[config.mk]
export PLATFORM = sky130hd
export DESIGN_NAME = rtcaux_top
export DESIGN_NICKNAME = d
export VERILOG_FILES = /design/src/pkg/rtcaux_pkg.sv /design/src/rtcaux_sync.sv /design/src/rtcaux_timer.sv /design/src/rtcaux_top.sv
export SDC_FILE = /design/constraint.sdc
export NUM_CORES = 1
export LEC_CHECK = 0
export ABC_AREA = 1
export BUFFER_PORTS_ARGS = -buffer_cell sky130_fd_sc_hd__buf_2
export CAP_MARGIN = 20
export CORE_MARGIN = 2
export CORE_UTILIZATION = 45
export CTS_BUF_LIST = sky130_fd_sc_hd__clkbuf_8
export DETAILED_ROUTE_END_ITERATION = 10
export SYNTH_ARGS = -nofsm -noshare
export SYNTH_HDL_FRONTEND = slang
export SYNTH_HIERARCHICAL = 1
export SYNTH_SLANG_ARGS = --single-unit
[constraint.sdc]
create_clock -name aclk -period 4.36 [get_ports aclk]
set_input_delay 0.218 -clock aclk [delete_from_list [all_inputs] [get_ports aclk]]
set_output_delay 0.218 -clock aclk [all_outputs]
set_load 0.02 [all_outputs]
[src/pkg/rtcaux_pkg.sv]
// constants, register layout and types of the rtc auxiliary control block
package rtcaux_pkg;
    // register indices; each bus byte address is four times its index
    localparam logic [5:0] IDX_YEARS = 6'h03;
    localparam logic [5:0] IDX_RECSEL = 6'h04;
    localparam logic [5:0] IDX_CTRL = 6'h08;
    localparam logic [5:0] IDX_FLAGS = 6'h0f;
    // register byte addresses on the axi4-lite bus
    localparam logic [7:0] ADDR_YEARS = {IDX_YEARS, 2'b00};
    localparam logic [7:0] ADDR_RECSEL = {IDX_RECSEL, 2'b00};
    localparam logic [7:0] ADDR_CTRL = {IDX_CTRL, 2'b00};
    localparam logic [7:0] ADDR_FLAGS = {IDX_FLAGS, 2'b00};
    localparam logic [7:0] ADDR_WDOG = 8'h40;
    localparam logic [7:0] ADDR_ENABLES = 8'h44;
    localparam logic [7:0] ADDR_IRQ_STAT = 8'h48;
    localparam logic [7:0] ADDR_IRQ_MASK = 8'h4c;
    localparam logic [7:0] ADDR_SYS = 8'h50;
    // bit positions
    localparam int BIT_CENT_EN = 7;
    localparam int BIT_CENT_IND = 6;
    localparam int BIT_RECSEL = 7;
    localparam int BIT_OUT = 7;
    localparam int BIT_FT = 6;
    localparam int BIT_BATLOW = 4;
    localparam int BIT_STOP = 7;
    localparam int BIT_HALT = 6;
    localparam int BIT_AFE = 4;
    localparam int BIT_ABE = 5;
    localparam int BIT_SQUARE_WAVE_ENABLE = 3;
    localparam int BIT_WDS = 7;
    // interrupt status bits
    localparam int IRQ_BATLOW = 0;
    localparam int IRQ_CENTURY = 1;
    localparam int IRQ_RECDONE = 2;
    localparam int IRQ_W = 3;
    // axi responses
    localparam logic [1:0] RESP_OKAY = 2'b00;
    localparam logic [1:0] RESP_SLVERR = 2'b10;
    // timing figures and clock rate
    localparam longint CLK_HZ = 40000000;
    localparam longint TREC_SLOW_MIN_MS = 96;
    localparam longint TREC_DEF_MIN_MS = 40;
    localparam longint TREC_FAST_MIN_US = 50;
    localparam longint FT_HZ = 512;
    localparam longint BAT_CHECK_H = 24;
    localparam longint TREC_SLOW_CYC = (CLK_HZ * TREC_SLOW_MIN_MS + 999) / 1000;
    localparam longint TREC_DEF_CYC = (CLK_HZ * TREC_DEF_MIN_MS + 999) / 1000;
    localparam longint TREC_FAST_CYC =
        (CLK_HZ * TREC_FAST_MIN_US + 999999) / 1000000;
    localparam longint FT_HALF_CYC = CLK_HZ / (FT_HZ * 2);
    localparam longint BAT_CHECK_CYC = CLK_HZ * 3600 * BAT_CHECK_H;
    // recovery state machine
    typedef enum logic [1:0] {
        RTCAUX_ST_RUN = 2'b00,
        RTCAUX_ST_FAIL = 2'b01,
        RTCAUX_ST_REC = 2'b10
    } rtcaux_state_e;
    // supply-side events delivered together
    typedef struct packed {
        logic power_good;
        logic battery_low;
        logic century_roll;
    } rtcaux_sense_s;
endpackage

[src/rtcaux_sync.sv]
// two-flop synchroniser for one asynchronous level
`timescale 1ns/10ps
module rtcaux_sync
    import rtcaux_pkg::*;
(
    // clock and reset
    input wire logic aclk,
    input wire logic aresetn,
    // level in and synchronised level out
    input wire logic d,
    output logic q
);
    logic s1_r; // first stage, read only by the second
    // two flops in series
    always_ff @(posedge aclk) begin
        if (!aresetn) begin
            s1_r <= 1'b0;
            q <= 1'b0;
        end else begin
            s1_r <= d;
            q <= s1_r;
        end
    end
endmodule

[src/rtcaux_timer.sv]
// down counter: load a count, pulse done when it reaches zero
`timescale 1ns/10ps
module rtcaux_timer
    import rtcaux_pkg::*;
#(
    parameter int W = 32
) (
    // clock and reset
    input wire logic aclk,
    input wire logic aresetn,
    // control
    input wire logic load,
    input wire logic [W-1:0] count,
    input wire logic run,
    // status
    output logic busy,
    output logic done
);
    logic [W-1:0] cnt_r; // remaining cycles
    // load wins over counting; done pulses in the cycle the count reaches zero
    always_ff @(posedge aclk) begin
        if (!aresetn) begin
            cnt_r <= '0;
            done <= 1'b0;
        end else if (load) begin
            cnt_r <= count;
            done <= 1'b0;
        end else begin
            done <= run && (cnt_r == W'(1));
            if (run && cnt_r != '0) begin
                cnt_r <= cnt_r - W'(1);
            end
        end
    end
    assign busy = (cnt_r != '0);
endmodule

[src/rtcaux_top.sv]
// rtc auxiliary control/status: century bit, output pin, battery, recovery
`timescale 1ns/10ps
module rtcaux_top
    import rtcaux_pkg::*;
#(
    parameter longint BAT_CYC = BAT_CHECK_CYC,
    parameter longint REC_SLOW = TREC_SLOW_CYC,
    parameter longint REC_DEF = TREC_DEF_CYC
) (
    // clock and reset
    input wire logic aclk,
    input wire logic aresetn,
    // axi4-lite write address and data
    input wire logic [7:0] s_axi_awaddr,
    input wire logic s_axi_awvalid,
    output logic s_axi_awready,
    input wire logic [31:0] s_axi_wdata,
    input wire logic [3:0] s_axi_wstrb,
    input wire logic s_axi_wvalid,
    output logic s_axi_wready,
    // axi4-lite write response
    output logic [1:0] s_axi_bresp,
    output logic s_axi_bvalid,
    input wire logic s_axi_bready,
    // axi4-lite read
    input wire logic [7:0] s_axi_araddr,
    input wire logic s_axi_arvalid,
    output logic s_axi_arready,
    output logic [31:0] s_axi_rdata,
    output logic [1:0] s_axi_rresp,
    output logic s_axi_rvalid,
    input wire logic s_axi_rready,
    // supply and battery sensing, asynchronous
    input wire logic power_good,
    input wire logic battery_low,
    input wire logic century_roll,
    input wire logic alarm_irq_n,
    // pins
    output logic shared_interrupt_test_pin_oe,
    output logic reset_out_n_oe,
    output logic irq
);
    // synchronised sensing
    rtcaux_sense_s sense;
    rtcaux_sync u_s0 (.aclk(aclk), .aresetn(aresetn), .d(power_good),
        .q(sense.power_good));
    rtcaux_sync u_s1 (.aclk(aclk), .aresetn(aresetn), .d(battery_low),
        .q(sense.battery_low));
    rtcaux_sync u_s2 (.aclk(aclk), .aresetn(aresetn), .d(century_roll),
        .q(sense.century_roll));
    logic alarm_n_s; // alarm request, active low
    rtcaux_sync u_s3 (.aclk(aclk), .aresetn(aresetn), .d(alarm_irq_n),
        .q(alarm_n_s));

    // register state
    logic [7:0] years_century_reg_r;
    logic [7:0] recovery_select_clock_reg_r;
    logic [7:0] control_reg_r;
    logic [7:0] flags_reg_r;
    logic [7:0] watchdog_r; // watchdog_multiplier/resolution + steering
    logic [7:0] enables_r; // stop, halt, afe, abe, square_wave_enable
    logic [IRQ_W-1:0] irq_stat_r;
    logic [IRQ_W-1:0] irq_mask_r;
    logic first_done_r; // set once the first power-up is seen
    logic roll_d_r; // previous century rollover level
    rtcaux_state_e state_r;
    rtcaux_state_e state_nxt;

    // handy field views
    wire century_toggle_enable = years_century_reg_r[BIT_CENT_EN];
    wire recovery_time_select = recovery_select_clock_reg_r[BIT_RECSEL];
    wire oscillator_stop_bit = enables_r[BIT_STOP];
    wire frequency_test_bit = control_reg_r[BIT_FT];
    wire out_level = control_reg_r[BIT_OUT];
    wire alarm_flag_enable = enables_r[BIT_AFE];
    wire watchdog_steering_bit = watchdog_r[BIT_WDS];
    wire wdog_clear = (watchdog_r == 8'h00);

    // power sequencing events
    wire power_fall = (state_r == RTCAUX_ST_RUN) && !sense.power_good;
    wire power_rise = (state_r == RTCAUX_ST_FAIL) && sense.power_good;
    wire roll_pulse = sense.century_roll && !roll_d_r;

    // recovery interval select
    wire [31:0] rec_count = recovery_time_select ? 32'(TREC_FAST_CYC) :
        (oscillator_stop_bit ? 32'(REC_DEF) : 32'(REC_SLOW));
    logic rec_busy;
    logic rec_done;
    rtcaux_timer #(.W(32)) u_rec (
        .aclk(aclk), .aresetn(aresetn),
        .load(power_rise), .count(rec_count),
        .run(state_r == RTCAUX_ST_REC),
        .busy(rec_busy), .done(rec_done));

    // 24 hour battery check timer, reloaded after each check
    logic bat_done;
    logic bat_load_r;
    rtcaux_timer #(.W(48)) u_bat (
        .aclk(aclk), .aresetn(aresetn),
        .load(bat_load_r), .count(48'(BAT_CYC)),
        .run(state_r == RTCAUX_ST_RUN),
        .busy(), .done(bat_done));
    wire bat_check = rec_done || bat_done;

    // 512 Hz divider for frequency test
    logic [15:0] ft_cnt_r;
    logic ft_tgl_r;
    wire ft_wrap = (ft_cnt_r == 16'(FT_HALF_CYC - 1));

    // state machine for power fail and recovery
    always_comb begin
        state_nxt = state_r;
        case (state_r)
            RTCAUX_ST_RUN: if (power_fall) state_nxt = RTCAUX_ST_FAIL;
            RTCAUX_ST_FAIL: if (power_rise) state_nxt = RTCAUX_ST_REC;
            RTCAUX_ST_REC: begin
                if (!sense.power_good) state_nxt = RTCAUX_ST_FAIL;
                else if (rec_done) state_nxt = RTCAUX_ST_RUN;
            end
            default: state_nxt = RTCAUX_ST_FAIL;
        endcase
    end

    // axi write path: take address and data in either order
    logic aw_ok_r;
    logic w_ok_r;
    logic [7:0] aw_addr_r;
    logic [31:0] w_data_r;
    logic [3:0] w_strb_r;
    wire wr_fire = aw_ok_r && w_ok_r && !s_axi_bvalid;
    wire wr_allowed = (state_r == RTCAUX_ST_RUN);
    wire wr_lane0 = wr_fire && wr_allowed && w_strb_r[0];
    wire wr_map = (aw_addr_r == ADDR_YEARS) || (aw_addr_r == ADDR_RECSEL) ||
        (aw_addr_r == ADDR_CTRL) || (aw_addr_r == ADDR_FLAGS) ||
        (aw_addr_r == ADDR_WDOG) || (aw_addr_r == ADDR_ENABLES) ||
        (aw_addr_r == ADDR_IRQ_STAT) || (aw_addr_r == ADDR_IRQ_MASK) ||
        (aw_addr_r == ADDR_SYS);
    wire [7:0] wb = w_data_r[7:0];
    wire wr_years = wr_lane0 && aw_addr_r == ADDR_YEARS;
    wire wr_recsel = wr_lane0 && aw_addr_r == ADDR_RECSEL;
    wire wr_ctrl = wr_lane0 && aw_addr_r == ADDR_CTRL;
    wire wr_wdog = wr_lane0 && aw_addr_r == ADDR_WDOG;
    wire wr_en = wr_lane0 && aw_addr_r == ADDR_ENABLES;
    wire wr_stat = wr_lane0 && aw_addr_r == ADDR_IRQ_STAT;
    wire wr_mask = wr_lane0 && aw_addr_r == ADDR_IRQ_MASK;

    // address/data capture and response
    always_ff @(posedge aclk) begin
        if (!aresetn) begin
            aw_ok_r <= 1'b0;
            w_ok_r <= 1'b0;
            aw_addr_r <= 8'h00;
            w_data_r <= 32'h0000_0000;
            w_strb_r <= 4'h0;
            s_axi_bvalid <= 1'b0;
            s_axi_bresp <= RESP_OKAY;
        end else begin
            if (s_axi_awvalid && s_axi_awready) begin
                aw_ok_r <= 1'b1;
                aw_addr_r <= {s_axi_awaddr[7:2], 2'b00};
            end
            if (s_axi_wvalid && s_axi_wready) begin
                w_ok_r <= 1'b1;
                w_data_r <= s_axi_wdata;
                w_strb_r <= s_axi_wstrb;
            end
            if (wr_fire) begin
                aw_ok_r <= 1'b0;
                w_ok_r <= 1'b0;
                s_axi_bvalid <= 1'b1;
                s_axi_bresp <= wr_map ? RESP_OKAY : RESP_SLVERR;
            end else if (s_axi_bready) begin
                s_axi_bvalid <= 1'b0;
            end
        end
    end
    assign s_axi_awready = !aw_ok_r;
    assign s_axi_wready = !w_ok_r;

    // axi read path
    logic [31:0] rd_word;
    always_comb begin
        case ({s_axi_araddr[7:2], 2'b00})
            ADDR_YEARS: rd_word = {24'h0, years_century_reg_r};
            ADDR_RECSEL: rd_word = {24'h0, recovery_select_clock_reg_r};
            ADDR_CTRL: rd_word = {24'h0, control_reg_r};
            ADDR_FLAGS: rd_word = {24'h0, flags_reg_r};
            ADDR_WDOG: rd_word = {24'h0, watchdog_r};
            ADDR_ENABLES: rd_word = {24'h0, enables_r};
            ADDR_IRQ_STAT: rd_word = {29'h0, irq_stat_r};
            ADDR_IRQ_MASK: rd_word = {29'h0, irq_mask_r};
            ADDR_SYS: rd_word = {30'h0, state_r};
            default: rd_word = 32'hdead_beef;
        endcase
    end
    wire rd_map = (rd_word != 32'hdead_beef);
    always_ff @(posedge aclk) begin
        if (!aresetn) begin
            s_axi_rvalid <= 1'b0;
            s_axi_rdata <= 32'h0000_0000;
            s_axi_rresp <= RESP_OKAY;
        end else if (s_axi_arvalid && s_axi_arready) begin
            s_axi_rvalid <= 1'b1;
            s_axi_rdata <= rd_map ? rd_word : 32'h0000_0000;
            s_axi_rresp <= rd_map ? RESP_OKAY : RESP_SLVERR;
        end else if (s_axi_rready) begin
            s_axi_rvalid <= 1'b0;
        end
    end
    assign s_axi_arready = !s_axi_rvalid;

    // control registers: bus writes and power-up defaults
    always_ff @(posedge aclk) begin
        if (!aresetn) begin
            years_century_reg_r <= 8'h00;
            recovery_select_clock_reg_r <= 8'h00;
            control_reg_r <= 8'h80;
            watchdog_r <= 8'h00;
            enables_r <= 8'hc0;
            first_done_r <= 1'b0;
        end else if (rec_done) begin
            // power-up, keep select/stop/out when battery kept us
            first_done_r <= 1'b1;
            control_reg_r[BIT_FT] <= 1'b0;
            watchdog_r <= 8'h00;
            enables_r[BIT_HALT] <= 1'b1;
            enables_r[BIT_AFE] <= 1'b0;
            enables_r[BIT_ABE] <= 1'b0;
            enables_r[BIT_SQUARE_WAVE_ENABLE] <= 1'b0;
        end else begin
            if (wr_years) years_century_reg_r <= wb;
            else if (roll_pulse && century_toggle_enable) begin
                years_century_reg_r[BIT_CENT_IND] <=
                    !years_century_reg_r[BIT_CENT_IND];
            end
            if (wr_recsel) recovery_select_clock_reg_r <= wb;
            if (wr_ctrl) control_reg_r <= wb;
            if (wr_wdog) watchdog_r <= wb;
            if (wr_en) enables_r <= wb;
        end
    end

    // battery flag, timers and century edge
    always_ff @(posedge aclk) begin
        if (!aresetn) begin
            flags_reg_r <= 8'h00;
            bat_load_r <= 1'b1;
            roll_d_r <= 1'b0;
            state_r <= RTCAUX_ST_FAIL;
        end else begin
            state_r <= state_nxt;
            roll_d_r <= sense.century_roll;
            bat_load_r <= bat_check;
            if (bat_check) begin
                flags_reg_r[BIT_BATLOW] <= sense.battery_low;
            end
        end
    end

    // sticky interrupt status; hardware set wins over write-one clear
    wire [IRQ_W-1:0] irq_set = {rec_done, roll_pulse,
        bat_check && sense.battery_low};
    always_ff @(posedge aclk) begin
        if (!aresetn) begin
            irq_stat_r <= '0;
            irq_mask_r <= '0;
            irq <= 1'b0;
        end else begin
            irq_stat_r <= (irq_stat_r & ~(wr_stat ? wb[IRQ_W-1:0] : '0))
                | irq_set;
            if (wr_mask) irq_mask_r <= wb[IRQ_W-1:0];
            irq <= |(irq_stat_r & irq_mask_r);
        end
    end

    // frequency test divider, runs only with the oscillator going
    always_ff @(posedge aclk) begin
        if (!aresetn || oscillator_stop_bit) begin
            ft_cnt_r <= 16'h0000;
            ft_tgl_r <= 1'b0;
        end else if (ft_wrap) begin
            ft_cnt_r <= 16'h0000;
            ft_tgl_r <= !ft_tgl_r;
        end else begin
            ft_cnt_r <= ft_cnt_r + 16'h0001;
        end
    end

    // pin source select; oe high pulls the open-drain pin low
    wire wdog_owns = !wdog_clear && !watchdog_steering_bit;
    wire ft_mode = frequency_test_bit && !alarm_flag_enable &&
        (watchdog_steering_bit || wdog_clear);
    wire plain_out = !frequency_test_bit && !alarm_flag_enable &&
        wdog_clear;
    wire pin_low = alarm_flag_enable ? !alarm_n_s :
        wdog_owns ? 1'b0 :
        ft_mode ? (!oscillator_stop_bit && !ft_tgl_r) :
        plain_out ? !out_level : 1'b0;
    always_ff @(posedge aclk) begin
        if (!aresetn) begin
            shared_interrupt_test_pin_oe <= 1'b0;
            reset_out_n_oe <= 1'b1;
        end else begin
            shared_interrupt_test_pin_oe <= pin_low;
            reset_out_n_oe <= (state_nxt != RTCAUX_ST_RUN);
        end
    end

    // checks
    property p_rst_hold;
        @(posedge aclk) disable iff (!aresetn)
        (state_r != RTCAUX_ST_RUN) |-> reset_out_n_oe;
    endproperty
    a_rst_hold: assert property (p_rst_hold)
        else $error("reset released during recovery");
    property p_wr_block;
        @(posedge aclk) disable iff (!aresetn)
        (wr_fire && !wr_allowed && !rec_done) |=>
            $stable(control_reg_r) && $stable(watchdog_r);
    endproperty
    a_wr_block: assert property (p_wr_block)
        else $error("write took effect during recovery");
    property p_cent_tgl;
        @(posedge aclk) disable iff (!aresetn)
        (roll_pulse && century_toggle_enable && !wr_years && !rec_done) |=>
            years_century_reg_r[BIT_CENT_IND] !=
            $past(years_century_reg_r[BIT_CENT_IND]);
    endproperty
    a_cent_tgl: assert property (p_cent_tgl)
        else $error("century indicator did not toggle");
    property p_cent_keep;
        @(posedge aclk) disable iff (!aresetn)
        (!century_toggle_enable && !wr_years) |=>
            $stable(years_century_reg_r[BIT_CENT_IND]);
    endproperty
    a_cent_keep: assert property (p_cent_keep)
        else $error("century indicator changed while disabled");
    property p_bl_set;
        @(posedge aclk) disable iff (!aresetn)
        (bat_check && sense.battery_low) |=> flags_reg_r[BIT_BATLOW];
    endproperty
    a_bl_set: assert property (p_bl_set)
        else $error("battery flag not set");
    property p_bl_hold;
        @(posedge aclk) disable iff (!aresetn)
        !bat_check |=> $stable(flags_reg_r[BIT_BATLOW]);
    endproperty
    a_bl_hold: assert property (p_bl_hold)
        else $error("battery flag changed between checks");
    property p_out_low;
        @(posedge aclk) disable iff (!aresetn)
        (plain_out && !out_level) |=> shared_interrupt_test_pin_oe;
    endproperty
    a_out_low: assert property (p_out_low)
        else $error("pin not pulled low");
    property p_pwr_def;
        @(posedge aclk) disable iff (!aresetn)
        rec_done |=> (watchdog_r == 8'h00) && enables_r[BIT_HALT] &&
            !control_reg_r[BIT_FT];
    endproperty
    a_pwr_def: assert property (p_pwr_def)
        else $error("power-up defaults not applied");
endmodule

* Word level (Yosys, flattened, before mapping)
Index checks and enable logic that the tools add are counted.
** Storage, ports and cells
- Bits in registers :: 216
- Logic and storage cells :: 178
- Output and inout bits :: 44
- Input port bits :: 63
** Cells by class
- Reductions and logical operators :: 77
- Add/sub/neg operators :: 3
- Muxes and demuxes :: 26
- Equal/unequal tests :: 24
- Bitwise gates (word level) :: 6
** Operators with widths (number)
- $pmux 32 s9 :: 1
- $mux 32 :: 3
- $mux 42 :: 2
- $eq 6x5->1 const B :: 10
- $eq 48x1->1 const B :: 1
- $reduce_bool 48->1 :: 1
- $sub 48x1->48 const B :: 1
- $mux 22 :: 2
- $eq 32x1->1 const B :: 1
- $ne 32x32->1 const B :: 1
- $reduce_bool 32->1 :: 1
- $sub 32x1->32 const B :: 1
- $logic_and 1x1->1 :: 29
- $eq 6x4->1 const B :: 4
- $add 16x1->16 const B :: 1
- $eq 16x16->1 const B :: 1
- $logic_not 1->1 :: 16
- $eq 6x2->1 const B :: 2
- $eq 6x3->1 const B :: 2
- $mux 2 :: 6
- $reduce_bool 2->1 :: 6
- $logic_or 1x1->1 :: 11
- $mux 1 :: 10
- $reduce_and 2->1 :: 5
- other kinds (12) :: 18

* Logic depth before layout (Yosys ltp)
- Word-level depth :: 10
- Mapped depth :: 14
- Gate-level depth less buffers :: 13

* Hierarchy
The synthesis kept the hierarchy.
** Modules (own cells, without submodules)
- rtcaux_top :: sequential area each 2021.9 um^2, cells each 651, instances 1, area an instance 4822.1 um^2
- rtcaux_timer at u_bat :: sequential area each 980.9 um^2, cells each 668, instances 1, area an instance 3789.9 um^2
- rtcaux_timer at u_rec :: sequential area each 660.6 um^2, cells each 428, instances 1, area an instance 2454.9 um^2
- rtcaux_sync :: sequential area each 40.0 um^2, cells each 6, instances 4, area an instance 55.1 um^2

* Worst setup path after synthesis
OpenSTA, ideal clock, no wires.
- Path kind :: reg-to-reg
- From :: register u_rec.cnt_r[0]
- To :: register u_rec.cnt_r[13]
- Slack :: 2660 ps
- Library setup time :: 132 ps
- Required time :: 4228 ps
- Path buffers :: 1
- Period minus slack after synthesis :: 1700 ps
- Arrival time :: 1567 ps
- Stages on the path, launching flop included :: 11
- Cells stage by stage :: dfxtp_1 > inv_1 > ha_1 > nand2_2 > nor2_4 > nand2_4 > nor2_4 > nor2_1 > buf_2 > a21boi_0 > a21oi_1
** On the way
- Word-level cells in the longest chain between the ends :: 3
- Elaborated cells on any way between the ends :: 6
- Classes of those cells :: add/sub (1); mux (2); reduce/logical (3)
** RTL lines
- from (decl) :: line rtcaux_timer.sv:19 : logic [W-1:0] cnt_r;
- from (signal assigned) :: line rtcaux_timer.sv:26 : cnt_r <= count;
- from (signal assigned) :: line rtcaux_timer.sv:31 : cnt_r <= cnt_r - W'(1);
- $sub 32x1->32 or $reduce_bool 32->1 (tied branches) :: line rtcaux_timer.sv:31, rtcaux_timer.sv:30
- $mux 32 or $logic_and 1x1->1 (tied branches) :: line rtcaux_timer.sv:30 : if (run && cnt_r != '0) begin
- $mux 32 or $reduce_bool 2->1 (tied branches)
Several ways; a longest one is shown, not always the timed one. The select of a mux whose other input is x is not followed.
A chain may end at the register's enable or synchronous reset.

* Final worst setup path
- From :: register state_r[1]
- To :: register u_rec.cnt_r[23]
** On the way
- Word-level cells in the longest chain between the ends :: 3
- Elaborated cells on any way between the ends :: 6
- Classes of those cells :: eq/ne (2); mux (1); reduce/logical (3)
** RTL lines
- from (decl) :: line rtcaux_top.sv:66 : rtcaux_state_e state_r;
- from (signal assigned) :: line rtcaux_top.sv:251 : state_r <= state_nxt;
- $eq 2x1->1 or $eq 2x2->1 (tied branches) :: line rtcaux_top.sv:81, rtcaux_top.sv:92
- $logic_and 1x1->1 (on tied branches) :: line rtcaux_top.sv:81, rtcaux_timer.sv:30
- $mux 32 or $reduce_bool 2->1 (tied branches)
Several ways; a longest one is shown, not always the timed one.

==> results.sh <==
export IMPL_hold_depth=3
export IMPL_holdWs_ns=0.02069
export IMPL_holdCritPathClass="input pin to flop"
export IMPL_start_kind="flop"
export IMPL_final_cell_mix="457 x nand2_1, 251 x nor2_1, 190 x dfxtp_1"
export IMPL_critPathTopFamily="simple AND/OR/NAND/NOR gates"
export IMPL_hold_end="aw_addr_r[7]"
export IMPL_dieArea_um2=26350
export IMPL_diodes=0
export IMPL_synth_cells=1770
export IMPL_cts_resized=0
export IMPL_cp_slowest_cell="nor2_2"
export IMPL_critPathMaxFanout=23
export IMPL_finalCriticalPeriod_ns=2.419
export IMPL_syn_avg_cell_area_um2=6.373
export IMPL_die_h_um=162.3
export IMPL_crit_arrival_ns=2.85
export IMPL_post_route_period_util_pct=55.47
export IMPL_tightestPinTransition_ns=1.071
export IMPL_gr_total_overflow=0
export IMPL_p_per_area_nw_per_um2=317.9
export IMPL_num_nets_final=1939
export IMPL_grt_usage_pct=23.47
export IMPL_post_cts_setup_buffer_count=0
export IMPL_clock_fmax_ghz=0.4135
export IMPL_r2r_start="state_r[1]"
export IMPL_r2r_end="u_rec/cnt_r[23]"
export IMPL_area_growth_pct=10.60
export IMPL_drive_above_1_share_pct=9.086
export IMPL_cts_hold_buf=15
export IMPL_crit_path_cell_trace="inv_1, nor2_1, inv_1, nor2_1, inv_1, nor2_2, nand3_1, nand3_1, nand2_1, inv_1"
export IMPL_yosys_warnings=6
export IMPL_ant_nets=0
export IMPL_p_leak_nw=5.761
export IMPL_finalSetupViolations=0
export IMPL_root_buffer="clkbuf_8"
export IMPL_max_slew_margin_pct=28.52
export IMPL_status="complete, no violations"
export IMPL_ios=107
export IMPL_multi_input_area_um2=6504
export IMPL_coreArea_um2=24460
export IMPL_worstHoldStart="s_axi_awaddr[7]"
export IMPL_drv_cap=0
export IMPL_first_global_vias=10060
export IMPL_rr_worst_depth=10
export IMPL_die_w_um=162.3
export IMPL_cts_buffers=17
export IMPL_viasPerCell=5.008
export IMPL_setup_tns_ns=0
export IMPL_htreeDepth=4
export IMPL_gp_congestion=0.9118
export IMPL_ctsLongestPathBuffers=2
export IMPL_start_util_pct=46.12
export IMPL_cp_common_cell="inv_1"
export IMPL_reg2reg_slack_ns=1.94
export IMPL_rsz0062_at_grt="false"
export IMPL_finalHoldViolCount=0
export IMPL_vdd_ir_drop_max_uv=248.8
export IMPL_netlist_area_um2=11280
export IMPL_routed_wl_mm=30.37
export IMPL_cts_tree="done"
export IMPL_dr_pass1_iters=5
export IMPL_num_vias=11050
export IMPL_dp_hpwl_mm=21.29
export IMPL_cts_sinks=191
export IMPL_path_buf_inv=4
export IMPL_layout_commonest_cell="nand2_1"
export IMPL_fillCellCount=2561
export IMPL_drv_slew=0
export IMPL_regArea_um2=3825
export IMPL_cp_num_cells=10
export IMPL_insertion_delay_ns=0.50
export IMPL_cts_clk_slew_worst_paths_ns=0.12
export IMPL_wl_per_cell_um=13.77
export IMPL_cp_required_ns=4.80
export IMPL_drc=0
export IMPL_antenna_found_initial=0
export IMPL_rows=57
export IMPL_grt_start_max_net_pins=53
export IMPL_slowest_delay_ns=0.70
export IMPL_cp_end_kind="flop"
export IMPL_dr_first_iter_drc_count=773
export IMPL_skew_ns=0.01818
export IMPL_grt_pass1_wl_mm=50.76
export IMPL_port_buffers=66
export IMPL_critPathKind="flop to flop"
## power breakdown
part	internal [mW]	total, mW	switching, mW
registers	1.81	1.87	0.0642
clock network	0.472	1.31	0.842
logic	0.244	0.782	0.538
## worst reg2reg max path: stages (launching register included)
cell	delay (ns)
dfxtp_1	0.47
inv_1	0.11
nor2_1	0.30
inv_1	0.11
nor2_1	0.19
inv_1	0.08
nor2_2	0.70
nand3_1	0.20
nand3_1	0.12
nand2_1	0.05
inv_1	0.06
## flip-flops by register name, indices dropped and copies added, names as in the netlist, 2 cells and up
signal and cells:
years_century_reg_r 8, s_axi_rdata 9, recovery_select_clock_reg_r 8, u_bat/cnt_r 48, irq_stat_r 3, ft_cnt_r 16, state_r 2, enables_r 8
aw_addr_r 6, irq_mask_r 3, w_data_r 8, control_reg_r 8, watchdog_r 8, u_rec/cnt_r 32
## cell type report
cell class,count,area share (%)
Timing Repair Buffer,90,4.452
Multi-Input combinational cell,1376,52.13
Tap cell,324,3.249
Clock buffer,17,1.875
Clock inverter,15,1.745
Inverter,193,5.896
Sequential cell,191,30.66
## layer usage
metal | vias to the layer above | part of all wire, % | global-route usage, %
li1 | 5800 | - | -
met1 | 5047 | 50 | 33.11
met2 | 183 | 45 | 38.67
met3 | 17 | 3.5 | 2.750
met4 | 0 | 1.1 | 5.109
met5 | - | 0 | 0
## worst max-delay path by stage
stage / start / endpoint
floorplan: u_rec/cnt_r[0] / u_rec/cnt_r[13]
global placement: aresetn / watchdog_r[1]
detailed placement: aresetn / watchdog_r[1]
CTS: state_r[1] / u_rec/cnt_r[23]
global route: state_r[1] / u_rec/cnt_r[21]
finish: state_r[1] / u_rec/cnt_r[23]
## metrics by stage
step                instances  cell area, um2  power [mW]  setup slack (ns)  utilization (%)
finish                   2206           12480       3.967             1.941            51.01
floorplan                1842           11550       2.492             2.660                -
global route             2206           12480       4.197             1.603            51.01
CTS                      2204           12450       3.992             1.938            50.91
detailed placement       2157           11850       2.669             1.919            48.45
global placement         2157           11850       2.661             1.930            48.45
No activity file was read; power rests on OpenSTA's default activity.
